## src/rtl/mem_cmd_pkg.sv

```systemverilog
// Purpose: Shared constants, types and address helpers for the command link.
// Assumes: One clock for both ends; configuration comes only from mode loads.
// Notes: The data width strap is fixed here for the whole design.
package mem_cmd_pkg;

  // ----------------------------------------------------------------
  // Widths and mode register layout
  // ----------------------------------------------------------------
  localparam int BANKS = 8;
  localparam int BANK_W = 3;
  localparam int ADDR_W = 21;
  localparam int MODE_W = 18;
  localparam int ROW_W = 13;
  localparam int HIST_W = 16;
  localparam int BUSY_W = 4;
  localparam int CFG_LSB = 0;
  localparam int CFG_W = 3;
  localparam int BURST_LSB = 3;
  localparam int MUX_BIT = 5;
  localparam int TERM_BIT = 9;
  localparam int ZERO_LSB = 10;
  localparam logic [MODE_W-1:0] MODE_RST = 18'h00000;
  localparam logic [1:0] BL2_CODE = 2'h0;
  localparam logic [1:0] BL4_CODE = 2'h1;
  localparam logic [1:0] BL8_CODE = 2'h2;
  localparam logic DATA_X9 = 1'b0;

  // ----------------------------------------------------------------
  // Timing
  // ----------------------------------------------------------------
  localparam int RC_CYC [3] = '{4, 6, 8};
  localparam int RDLAT_CYC [3] = '{4, 6, 8};
  localparam int MUX_EXTRA = 1;
  localparam int WRLAT_EXTRA = 1;
  localparam int CLK_MHZ = 125;
  localparam int REFRESH_PERIOD_MS = 32;
  localparam int ROWS_PER_BANK = 8192;
  localparam int REF_INTERVAL_CYC =
    REFRESH_PERIOD_MS * 1000 * CLK_MHZ / (ROWS_PER_BANK * BANKS);
  localparam int REF_CNT_W = 7;
  localparam logic [REF_CNT_W-1:0] REF_LAST = REF_CNT_W'(REF_INTERVAL_CYC - 1);

  // ----------------------------------------------------------------
  // Two-part address ball map
  // ----------------------------------------------------------------
  localparam int MUX_BALLS = 11;
  localparam int BALL_POS [MUX_BALLS] = '{0, 3, 4, 5, 8, 9, 10, 13, 14, 17, 18};
  localparam int PART2_POS [MUX_BALLS] = '{-1, 1, 2, -1, 6, 7, 19, 11, 12, 16, 15};
  localparam int A20_POS = 20;

  typedef enum logic [2:0] {
    CMD_NOP, CMD_READ, CMD_WRITE, CMD_MODE_LOAD, CMD_AUTO_REFRESH
  } cmd_e;

  function automatic int cfg_idx(input logic [MODE_W-1:0] m);
    case (m[CFG_LSB +: CFG_W])
      3'h2: return 1;
      3'h3: return 2;
      default: return 0;
    endcase
  endfunction

  function automatic int beats(input logic [MODE_W-1:0] m);
    case (m[BURST_LSB +: 2])
      BL4_CODE: return 2;
      BL8_CODE: return 4;
      default: return 1;
    endcase
  endfunction

  function automatic int read_lat(input logic [MODE_W-1:0] m);
    return RDLAT_CYC[cfg_idx(m)] + (m[MUX_BIT] ? MUX_EXTRA : 0);
  endfunction

  function automatic int write_lat(input logic [MODE_W-1:0] m);
    return read_lat(m) + WRLAT_EXTRA;
  endfunction

  function automatic int row_cycle(input logic [MODE_W-1:0] m);
    return RC_CYC[cfg_idx(m)];
  endfunction

  function automatic logic [ADDR_W-1:0] mux_part1(input logic [ADDR_W-1:0] a);
    logic [ADDR_W-1:0] x;
    x = '0;
    for (int k = 0; k < MUX_BALLS; k++) begin
      x[BALL_POS[k]] = a[BALL_POS[k]];
    end
    return x;
  endfunction

  function automatic logic [ADDR_W-1:0] mux_part2(input logic [ADDR_W-1:0] a);
    logic [ADDR_W-1:0] y;
    y = '0;
    for (int k = 0; k < MUX_BALLS; k++) begin
      if (PART2_POS[k] >= 0) begin
        y[BALL_POS[k]] = a[PART2_POS[k]];
      end
    end
    y[0] = a[A20_POS];
    return y;
  endfunction

  function automatic logic [ADDR_W-1:0] mux_join(input logic [ADDR_W-1:0] p1,
                                                 input logic [ADDR_W-1:0] p2,
                                                 input logic x9_bl2);
    logic [ADDR_W-1:0] a;
    a = '0;
    for (int k = 0; k < MUX_BALLS; k++) begin
      a[BALL_POS[k]] = p1[BALL_POS[k]];
      if (PART2_POS[k] >= 0) begin
        a[PART2_POS[k]] = p2[BALL_POS[k]];
      end
    end
    if (x9_bl2) begin
      a[A20_POS] = p2[0];
    end
    return a;
  endfunction

endpackage

```

## src/rtl/cmd_link_if.sv

```systemverilog
// Purpose: Command, bank and address wires between controller and memory.
// Assumes: Both ends share CLK; values change only after a rising edge.
// Notes: No clocking block; the bench joins the two ends through this.
`timescale 1ns/10ps
`default_nettype none
interface cmd_link_if;
  import mem_cmd_pkg::*;
  cmd_e cmd;
  logic [BANK_W-1:0] ba;
  logic [ADDR_W-1:0] addr;
  modport dev (input cmd, input ba, input addr);
  modport ctl (output cmd, output ba, output addr);
endinterface
`default_nettype wire

```

## src/rtl/event_history.sv

```systemverilog
// Purpose: Shift history of one-cycle events, used to time data windows.
// Assumes: Events are single-cycle pulses.
// Notes: Bit i is set when the event happened i + 1 cycles ago.
`timescale 1ns/10ps
`default_nettype none
module event_history
  import mem_cmd_pkg::*;
(
  input wire logic clk,
  input wire logic rstn,
  input wire logic ce,
  input wire logic pulse,
  output logic [HIST_W-1:0] hist
);
  typedef struct packed {
    logic [HIST_W-1:0] sr;
  } hist_s;

  hist_s s;
  hist_s n;

  always_comb begin
    n.sr = {s.sr[HIST_W-2:0], pulse};
  end

  always_ff @(posedge clk) begin
    if (!rstn) begin
      s <= '0;
    end else if (ce) begin
      s <= n;
    end
  end

  assign hist = s.sr;
endmodule
`default_nettype wire

```

## src/rtl/mem_cmd_device.sv

```systemverilog
// Purpose: Memory end of the command link: decode, mode, refresh, termination.
// Assumes: Controller keeps row cycle spacing and two-part address order.
// Notes: Data itself is outside this block; only its windows are produced.
//
// How it works
// RL1: Refresh one row of named bank only.
// RL2: Separate refresh row counter for every bank.
// RL3: Controller waits row cycle before same bank.
// RL4: Controller refreshes all rows each refresh period.
// RL5: Mode bit A9 turns termination on, off.
// RL6: Terminate data and mask, never command pins.
// RL7: Read termination off around driven read beats.
// RL8: Write data and mask termination always on.
// RL9: Multiplexed address arrives over two consecutive edges.
// RL10: Multiplexed mode uses eleven address balls only.
// RL11: Bank comes with command and first part.
// RL12: Mode bit A5 selects two-part address format.
// RL13: Multiplexed mode load uses six field balls.
// RL14: Upper mode load address bits driven zero.
// RL15: Never burst eight with configuration one.
// RL16: Every multiplexed mode load keeps A5 high.
// RL17: Fixed ball map for first, second part.
// RL18: Second part A0 only x9 burst two.
// RL19: Multiplexed read latency is five, seven, nine.
// RL20: Multiplexed write latency six, eight, ten.
// RL21: Refresh takes one cycle, next command follows.
// RL22: Mode load stores address bits seventeen to zero.
// RL23: Advance bank row counter after each refresh.
//
`timescale 1ns/10ps
`default_nettype none
module mem_cmd_device
  import mem_cmd_pkg::*;
(
  input wire logic CLK,
  input wire logic RSTN,
  input wire logic CE,
  cmd_link_if.dev LNK,
  output logic OP_VALID,
  output logic OP_WRITE,
  output logic [BANK_W-1:0] OP_BANK,
  output logic [ADDR_W-1:0] OP_ADDR,
  output logic REF_VALID,
  output logic [BANK_W-1:0] REF_BANK,
  output logic [ROW_W-1:0] REF_ROW,
  output logic Q_DRIVE,
  output logic Q_TERM_EN,
  output logic D_TERM_EN,
  output logic W_CAPTURE,
  output logic MUX_MODE
);

  // ----------------------------------------------------------------
  // State
  // ----------------------------------------------------------------
  typedef enum logic {PH_CMD, PH_SECOND} phase_e;

  typedef struct packed {
    phase_e phase;
    cmd_e pend_cmd;
    logic [BANK_W-1:0] pend_ba;
    logic [ADDR_W-1:0] pend_part1;
    logic [MODE_W-1:0] mode;
    logic [BANKS-1:0][ROW_W-1:0] rows;
    logic op_valid;
    logic op_write;
    logic [BANK_W-1:0] op_bank;
    logic [ADDR_W-1:0] op_addr;
    logic ref_valid;
    logic [BANK_W-1:0] ref_bank;
    logic [ROW_W-1:0] ref_row;
    logic q_drive;
    logic q_term;
    logic d_term;
    logic w_capture;
  } dev_s;

  localparam dev_s DEV_RST = '{phase: PH_CMD, pend_cmd: CMD_NOP, mode: MODE_RST,
                               default: '0};

  dev_s s;
  dev_s n;
  logic rd_start;
  logic wr_start;
  logic [HIST_W-1:0] rd_hist;
  logic [HIST_W-1:0] wr_hist;

  // ----------------------------------------------------------------
  // Data window timing
  // ----------------------------------------------------------------
  event_history u_rd_hist (
    .clk(CLK),
    .rstn(RSTN),
    .ce(CE),
    .pulse(rd_start),
    .hist(rd_hist)
  );

  event_history u_wr_hist (
    .clk(CLK),
    .rstn(RSTN),
    .ce(CE),
    .pulse(wr_start),
    .hist(wr_hist)
  );

  // ----------------------------------------------------------------
  // Next state
  // ----------------------------------------------------------------
  always_comb begin
    logic ex_v;
    cmd_e ex_cmd;
    logic [BANK_W-1:0] ex_ba;
    logic [ADDR_W-1:0] ex_a;
    logic x9_bl2;
    logic rd_win;
    logic wr_win;
    logic q_off;
    int rd_lat;
    int wr_lat;
    int nb;
    int d;
    ex_v = 1'b0;
    ex_cmd = CMD_NOP;
    ex_ba = '0;
    ex_a = '0;
    rd_win = 1'b0;
    wr_win = 1'b0;
    q_off = 1'b0;
    rd_start = 1'b0;
    wr_start = 1'b0;
    x9_bl2 = DATA_X9 && (s.mode[BURST_LSB +: 2] == BL2_CODE);
    rd_lat = read_lat(s.mode); // see RL19
    wr_lat = write_lat(s.mode); // see RL20
    nb = beats(s.mode);
    d = s.mode[MUX_BIT] ? 1 : 0;
    n = s;
    n.op_valid = 1'b0;
    n.ref_valid = 1'b0;

    case (s.phase)
      PH_CMD: begin
        case (LNK.cmd)
          CMD_AUTO_REFRESH: begin
            // Only the bank is used, so no second part follows. see RL21
            n.ref_valid = 1'b1; // see RL1
            n.ref_bank = LNK.ba;
            n.ref_row = s.rows[LNK.ba]; // see RL2
            n.rows[LNK.ba] = s.rows[LNK.ba] + 13'h0001; // see RL23
          end
          CMD_READ, CMD_WRITE, CMD_MODE_LOAD: begin
            if (s.mode[MUX_BIT]) begin
              // Bank and first part are taken with the command. see RL9 see RL12
              n.phase = PH_SECOND;
              n.pend_cmd = LNK.cmd;
              n.pend_ba = LNK.ba;
              n.pend_part1 = mux_part1(LNK.addr); // see RL10
            end else begin
              ex_v = 1'b1;
              ex_cmd = LNK.cmd;
              ex_ba = LNK.ba;
              ex_a = LNK.addr;
            end
          end
          default: begin
          end
        endcase
      end
      PH_SECOND: begin
        // The command pins are ignored while the second part is taken.
        n.phase = PH_CMD;
        ex_v = 1'b1;
        ex_cmd = s.pend_cmd;
        ex_ba = s.pend_ba;
        ex_a = mux_join(s.pend_part1, LNK.addr, x9_bl2); // see RL17 see RL18
      end
      default: begin
        n.phase = PH_CMD;
      end
    endcase

    if (ex_v) begin
      case (ex_cmd)
        CMD_MODE_LOAD: begin
          n.mode = ex_a[MODE_W-1:0]; // see RL22
        end
        CMD_READ: begin
          n.op_valid = 1'b1;
          n.op_write = 1'b0;
          n.op_bank = ex_ba;
          n.op_addr = ex_a;
          rd_start = 1'b1;
        end
        CMD_WRITE: begin
          n.op_valid = 1'b1;
          n.op_write = 1'b1;
          n.op_bank = ex_ba;
          n.op_addr = ex_a;
          wr_start = 1'b1;
        end
        default: begin
        end
      endcase
    end

    // Windows count from the command edge; a two-part start is one later.
    for (int i = 0; i < HIST_W; i++) begin
      if (rd_hist[i] && i >= rd_lat - 2 - d && i <= rd_lat - 3 - d + nb) begin
        rd_win = 1'b1;
      end
      if (rd_hist[i] && i >= rd_lat - 3 - d && i <= rd_lat - 3 - d + nb) begin
        q_off = 1'b1;
      end
      if (wr_hist[i] && i >= wr_lat - 2 - d && i <= wr_lat - 3 - d + nb) begin
        wr_win = 1'b1;
      end
    end

    // A latency change by a mode load moves windows of reads in flight.
    n.q_drive = rd_win;
    n.q_term = n.mode[TERM_BIT] && !q_off; // see RL5 see RL7
    n.d_term = n.mode[TERM_BIT]; // see RL6 see RL8
    n.w_capture = wr_win;
  end

  // ----------------------------------------------------------------
  // Registers
  // ----------------------------------------------------------------
  always_ff @(posedge CLK) begin
    if (!RSTN) begin
      s <= DEV_RST;
    end else if (CE) begin
      s <= n;
    end
  end

  assign OP_VALID = s.op_valid;
  assign OP_WRITE = s.op_write;
  assign OP_BANK = s.op_bank;
  assign OP_ADDR = s.op_addr;
  assign REF_VALID = s.ref_valid;
  assign REF_BANK = s.ref_bank;
  assign REF_ROW = s.ref_row;
  assign Q_DRIVE = s.q_drive;
  assign Q_TERM_EN = s.q_term;
  assign D_TERM_EN = s.d_term;
  assign W_CAPTURE = s.w_capture;
  assign MUX_MODE = s.mode[MUX_BIT];

endmodule
`default_nettype wire

```

## src/flat_wrapper.sv

```systemverilog
// flat-port wrapper written by rule: the top's interface ports become plain ports
module mem_cmd_device_flat import mem_cmd_pkg::*;
  (CLK, RSTN, CE, OP_VALID, OP_WRITE, OP_BANK, OP_ADDR, REF_VALID, REF_BANK, REF_ROW, Q_DRIVE, Q_TERM_EN, D_TERM_EN, W_CAPTURE, MUX_MODE, LNK_cmd, LNK_ba, LNK_addr);
  cmd_link_if LNK_i ();
  input wire logic CLK;
  input wire logic RSTN;
  input wire logic CE;
  output logic OP_VALID;
  output logic OP_WRITE;
  output logic [BANK_W-1:0] OP_BANK;
  output logic [ADDR_W-1:0] OP_ADDR;
  output logic REF_VALID;
  output logic [BANK_W-1:0] REF_BANK;
  output logic [ROW_W-1:0] REF_ROW;
  output logic Q_DRIVE;
  output logic Q_TERM_EN;
  output logic D_TERM_EN;
  output logic W_CAPTURE;
  output logic MUX_MODE;
  input wire logic [$bits(LNK_i.cmd)-1:0] LNK_cmd;
  input wire logic [$bits(LNK_i.ba)-1:0] LNK_ba;
  input wire logic [$bits(LNK_i.addr)-1:0] LNK_addr;
  assign LNK_i.cmd = LNK_cmd;
  assign LNK_i.ba = LNK_ba;
  assign LNK_i.addr = LNK_addr;
  mem_cmd_device u_core (.CLK(CLK), .RSTN(RSTN), .CE(CE), .LNK(LNK_i), .OP_VALID(OP_VALID), .OP_WRITE(OP_WRITE), .OP_BANK(OP_BANK), .OP_ADDR(OP_ADDR), .REF_VALID(REF_VALID), .REF_BANK(REF_BANK), .REF_ROW(REF_ROW), .Q_DRIVE(Q_DRIVE), .Q_TERM_EN(Q_TERM_EN), .D_TERM_EN(D_TERM_EN), .W_CAPTURE(W_CAPTURE), .MUX_MODE(MUX_MODE));
endmodule
```

## config.mk

```make
export PLATFORM = sky130hd
export DESIGN_NAME = mem_cmd_device_flat
export DESIGN_NICKNAME = d
export VERILOG_FILES = /design/src/rtl/mem_cmd_pkg.sv /design/src/rtl/cmd_link_if.sv /design/src/rtl/event_history.sv /design/src/rtl/mem_cmd_device.sv /design/src/flat_wrapper.sv
export SDC_FILE = /design/constraint.sdc
export NUM_CORES = 1
export LEC_CHECK = 0
export BUFFER_PORTS_ARGS = -buffer_cell sky130_fd_sc_hd__clkbuf_2
export CAP_MARGIN = 20
export CORE_MARGIN = 5
export CORE_UTILIZATION = 60
export CTS_CLUSTER_SIZE = 25
export DETAILED_ROUTE_END_ITERATION = 16
export PLACE_DENSITY = 0.79
export SLEW_MARGIN = 20
export SYNTH_ARGS = -nofsm -noshare
export SYNTH_HDL_FRONTEND = slang
export SYNTH_SLANG_ARGS = --single-unit
```

## constraint.sdc

```tcl
create_clock -name CLK -period 6.15 [get_ports CLK]
set_clock_uncertainty 0.05 [all_clocks]
set_input_delay 0.615 -clock CLK [delete_from_list [all_inputs] [get_ports CLK]]
set_output_delay 0.615 -clock CLK [all_outputs]
set_load 0.005 [all_outputs]
```

# After elaboration in Yosys (flattened, before gate mapping)
# Cells that the tools add are included.
# totals
regBits	210
output_inout_bits	48
elab_cells	324
# op_classes
addsub	13
n_lt_le_gt_ge	83
eq_ne	11
muxes	84
bitwise_logic	2
n_reduce_logical	105
# ops
operator	n
$ge A5 B32 Y1 const A	24
$le A5 B32 Y1 const A	16
$ge A4 B32 Y1 const A	12
$le A4 B32 Y1 const A	8
$ge A3 B32 Y1 const A	6
$le A3 B32 Y1 const A	4
$sub A32 B3 Y32 const B	4
$sub A32 B32 Y32	4
$bwmux W104	1
$logic_and A1 B1 Y1	98
$ge A1 B32 Y1 const A	3
$ge A2 B32 Y1 const A	3
$add A32 B4 Y32	2
$bmux W32 S2	1
$le A1 B32 Y1 const A	2
$le A2 B32 Y1 const A	2
$mux W32	2
$mux W28	2
$mux W1	55
$pmux W26 S2	1
$mux W21	2
$pmux W21 S2	1
$bmux W13 S3	1
$demux W13 S3	1
26 further kinds	43

# Depth between registers and ports, before layout
# depth
depth_word	30
mapped_depth	20

# Modules after synthesis
# From an unflattened synthesis, not the netlist that was laid out.
# hier_totals
cells_unflattened	1240
hier_area_um2	10645.2
# modules_own_cells
mod	instances	cells_per_inst	area_each_um2
mem_cmd_device	1	1138	9414.0
event_history	2	51	615.6

# Worst setup path after synthesis
# No wires, ideal clock.
# synth_timing
kind	reg-to-reg
startpoint	register u_core.s[152] in the netlist's numbering
endpoint	register u_core.s, in the netlist u_core.Q_TERM_EN
arrival_ns	4.284
setup_slack_ns	1.740
path_stages_with_launch	19
n_path_buf	1
synth_period_minus_slack_ns	4.410
cell_sequence	dfxtp_1 > nor3b_1 > inv_1 > ha_1 > nand4bb_1 > clkbuf_1 > inv_1 > ha_1 > a21o_1 > ha_1 > inv_1 > ha_1 > nor4b_4 > nand4_4 > or4_1 > a222oi_1 > o22ai_1 > or4_1 > o22ai_1
# synth_between
elab_chain_cells	30
# synth_lines
item	line	text
start, declared	mem_cmd_device.sv:81	dev_s s;
start signal, assigned	mem_cmd_device.sv:233	s <= n;
$eq A3 B2 Y1	mem_cmd_pkg.sv:56	case (m[CFG_LSB +: CFG_W])
$pmux W2 S2 (*)	mem_cmd_pkg.sv:56	
$not A2 Y32 (not written as such) (*)	mem_cmd_pkg.sv:72	return RDLAT_CYC[cfg_idx(m)] + (m[MUX_BIT] ? MUX_EXTRA : 0);
$bmux W32 S2 (*)	mem_cmd_pkg.sv:72	
$mux W32 (not written as such) (*) (2 in a row)	mem_cmd_pkg.sv:72	
$add A32 B32 Y32 (*)	mem_cmd_pkg.sv:72	
$sub A32 B3 Y32 (*)	mem_cmd_device.sv:211	if (rd_hist[i] && i >= rd_lat - 3 - d && i <= rd_lat - 3 - d + nb) begin
$sub A32 B32 Y32 (*)	mem_cmd_device.sv:211	
$add A32 B4 Y32 / $ge A1 B32 Y1 (equally long branches)	mem_cmd_device.sv:211	
$le A1 B32 Y1 / $logic_and A1 B1 Y1 (equally long branches)	mem_cmd_device.sv:211	
$logic_and A1 B1 Y1	mem_cmd_device.sv:211	
$mux W1 (15 in a row)	mem_cmd_device.sv:211	
$mux W1 (*)	mem_cmd_device.sv:211	
$logic_not A1 Y1 (*)	mem_cmd_device.sv:221	n.q_term = n.mode[TERM_BIT] && !q_off;
$logic_and A1 B1 Y1 (*)	mem_cmd_device.sv:221	
# Mark *: on every way between the ends. The rest lies on a longest branch, timed or not. The select of a mux whose other input is x is not followed.
# A chain may end at the register's enable or synchronous reset.

# Worst setup path in the final report
# Ends and elaborated chain as after synthesis.

==> summary.txt <==
Layout
  • Share of cells above drive strength 1: 13.6%
  • Nets@finish: 1,312
  • Synthesis-to-layout area growth: 7.54%
  • Final instance count without filler cells: 1,487
  • Ant diodes: 0

Setup path
  • Largest delay share family, worst path: simple AND/OR/NAND/NOR gates
  • Critical path's slowest cell: or4_1
  • FF-to-FF Start: u_core.s[152]
  • Largest stage delay, worst path: 0.54 ns
  • Setup crit start: u_core.s[152]
  • Worst Path Arrival: 5.37 ns
  • CP startpoint kind: flip-flop
  • Setup CP Type: flip-flop to flip-flop
  • Cell Chain, Critical Path: nor3b_1, inv_1, ha_1, nand4bb_1, buf_4, inv_1, ha_1, a21o_1, nand2_1, ha_1, and4bb_2, nand4_4, or4_1, a222oi_1, o22ai_1, or4_1, o22ai_1
  • Worst Path Required: 6.51 ns
  • Most used cell, CP: ha_1
  • R2r setup slk: 1.14 ns
  • Critical path endpoint category: flip-flop
  • FF-to-FF End: u_core.Q_TERM_EN
  • R2R depth: 17
  • CP max FO: 13
  • Crit path buf inv count: 3

Floorplanning
  • Ports: 78
  • Row count: 49
  • Die X: 146 um
  • Initial core utilization: 61.3%
  • Die area: 0.0213 mm2
  • Die Y: 146 um
  • Core area: 0.0181 mm2

Detailed routing
  • Routed Wire Length: 26.5 mm
  • Routed via count: 8,968
  • Post-route ant nets: 0
  • DRC viols: 0
  • Wirelength per Cell: 17.8 um
  • Drt initial violations: 910
  • Drt via density: 6.03
  • Initial DRT Pass Iterations: 6

Logic synthesis
  • Ys flop type: dfxtp_1
  • Fraction of registers with async set/reset: 0%
  • Top cell type's share of synthesized area: 37.4%
  • Yosys Warn Count: 0
  • Most frequent cell after synthesis: nand2_1
  • Avg Cell Area, Syn: 8.86 um2
  • Mapped Cells: 1,252
  • Netlist cell types: 77
  • Synth top cells by count: 250 x nand2_1, 207 x dfxtp_1, 61 x clkbuf_1, 61 x mux2i_1, 55 x a21boi_0
  • Seq/Total Area, Yosys: 37.4%
  • Post-synth top area cell: dfxtp_1
  • Top post-synthesis cells by area: dfxtp_1 37%, nand2_1 8.5%, mux2i_1 5.5%
  • Syn Std Cell Area: 0.0111 mm2
  • Yosys reg bits: 207
  • Post-synth EDFFs: 0
  • Mapped Nets: 1,320

GRT
  • Largest net degree at the start of global routing: 97
  • Vias in the first global route: 8,338
  • First-pass GRT wire length: 43.5 mm
  • Antenna violations before repair: 0
  • Grt ovf: 0
  • Gr usage total: 24.2%

Power and ir drop
  • Post-layout power: 2.79 mW
  • VDD IR max: 0.000229 V
  • Power per Cell Area: 234 mW/mm2
  • Pleak: 4.79 nW

CTS
  • CTS tree: done
  • Clock-pin slew on the worst setup and hold paths: 0.06 ns
  • CTS Hold Buffers Added: 0
  • H-tree level count: 1
  • CTS root buf: clkbuf_16
  • Bufs on Longest Clock Path: 3
  • Clk_lat worst skew: 0.51 ns
  • Post_cts resized: 0
  • Postcts setup bufs: 0
  • Clock Sinks: 207
  • CTS Buf Count: 22

Place
  • DPL Wire Length: 17.5 mm
  • Input/output buffers: 77
  • Place WS: 1.18 ns
  • Placed cells: 1,449
  • Final Wtd Congestion: 0.875

Status
  • Outcome: complete, no violations

Worst hold path
  • WHS Endpoint: u_core.s[183]
  • Hold-critical path depth: 3
  • Hold WC Path Type: input pin to flip-flop
  • Hold path startpoint: LNK_addr[14]

Timing
  • Final worst slack: 1.14 ns
  • Worst-margin pin slew: 1.05 ns
  • Headroom to the max-slew limit: 29.6%
  • RSZ-0062 raised after global routing: no
  • Fin Setup TNS: 0 ns
  • Final Hold Viols: 0
  • Final setup vio count: 0
  • Fin crit share: 81.5%
  • Tmin final: 5.01 ns
  • Max frequency: 200 MHz
  • Fin Hold WS: 0.320 ns
  • Max-slew violations: 0

Job
  • Max-cap violations: 0
==> worst max-delay path by stage <==
stage / to / depth (start not counted)
5_1_grt: u_core.Q_TERM_EN / 17
3_3_place_gp: u_core.Q_TERM_EN / 17
6_report: u_core.Q_TERM_EN / 17
4_1_cts: u_core.Q_TERM_EN / 17
3_5_place_dp: u_core.Q_TERM_EN / 17
2_1_floorplan: u_core.Q_TERM_EN / 18
==> worst register-to-register path: cells and delay by family (launching register included) <==
family / cells / cell delay (ns)
AOI/OAI and AO/OA: 4 / 0.77
adders and majority gates: 3 / 0.88
DFF: 1 / 0.36
buffers and inverters: 3 / 0.43
and+or+nand+nor: 7 / 2.45
==> state kept, by name, summed over array words and instances (netlist names) <==
register / count
u_core.MUX_MODE: 1
u_core.OP_ADDR: 21
u_core.OP_BANK: 3
u_core.OP_VALID: 1
u_core.OP_WRITE: 1
u_core.Q_DRIVE: 1
u_core.Q_TERM_EN: 1
u_core.REF_BANK: 3
u_core.REF_ROW: 13
u_core.REF_VALID: 1
u_core.W_CAPTURE: 1
u_core.s: 128
u_core.u_rd_hist.hist: 16
u_core.u_wr_hist.hist: 16
==> cell families (layout without fill, tap and decap cells) <==
group	after synthesis	count (layout)	share of synthesized area (%)
and+or+nand+nor	479	479	21.1
AOI/OAI and AO/OA	267	267	17.5
DFF	207	207	37.4
buffers and inverters	151	157	6.78
muxes	92	92	11.3
adders and majority gates	38	38	4.49
xor gates and xnor gates	18	18	1.49
==> metal layers <==
layer	up-vias	GRT usage [%]	wire length, um
met4	0	5.37	471
met1	4267	34.7	12100
met2	324	39.5	12200
met3	44	3.02	1780
met5	-	0	0
li1	4333	-	-
==> cell usage in the layout (no fill, tap or decap), drive strengths merged, types with 6 or more instances in the layout <==
cell type / instances
inv: 28
clkinv: 6
xnor2: 8
o211a: 35
and3: 7
o21ai: 53
buf: 15
nor3: 12
dfxtp: 207
nor4: 6
or3b: 6
nor2b: 50
or3: 6
a21oi: 23
nor2: 42
nor4b: 7
nand4: 6
nand3: 30
nand2b: 9
xor2: 10
and2: 22
clkbuf: 107
o22ai: 7
ha: 35
mux2i: 61
a21boi: 96
nand2: 250
nand3b: 7
a22oi: 6
mux4: 26
==> cell type report <==
cell class | instances | area [um2]
sequential | 207 | 4140
timing repair buffer | 91 | 493
inverter | 28 | 105
tap | 229 | 287
clock inverter | 7 | 71.3
clock buffer | 31 | 624
fill | 1450 | 6160
multi-input combinational | 894 | 6200
==> per-stage QoR <==
step / util [%] / instance area, um2
final: 65.9 / 11900
after global routing: 65.9 / 11900
after CTS: 65.9 / 11900
after detailed placement: 62.1 / 11200
after global placement: 62.1 / 11200
after floorplan: - / 11100
==> where the power goes <==
part / leakage (nW) / switching (mW) / internal (mW)
registers: 1.67 / 0.00885 / 1.36
logic: 2.77 / 0.0889 / 0.0654
clock network: 0.346 / 0.526 / 0.749
No activity file was read; power rests on OpenSTA's default activity.
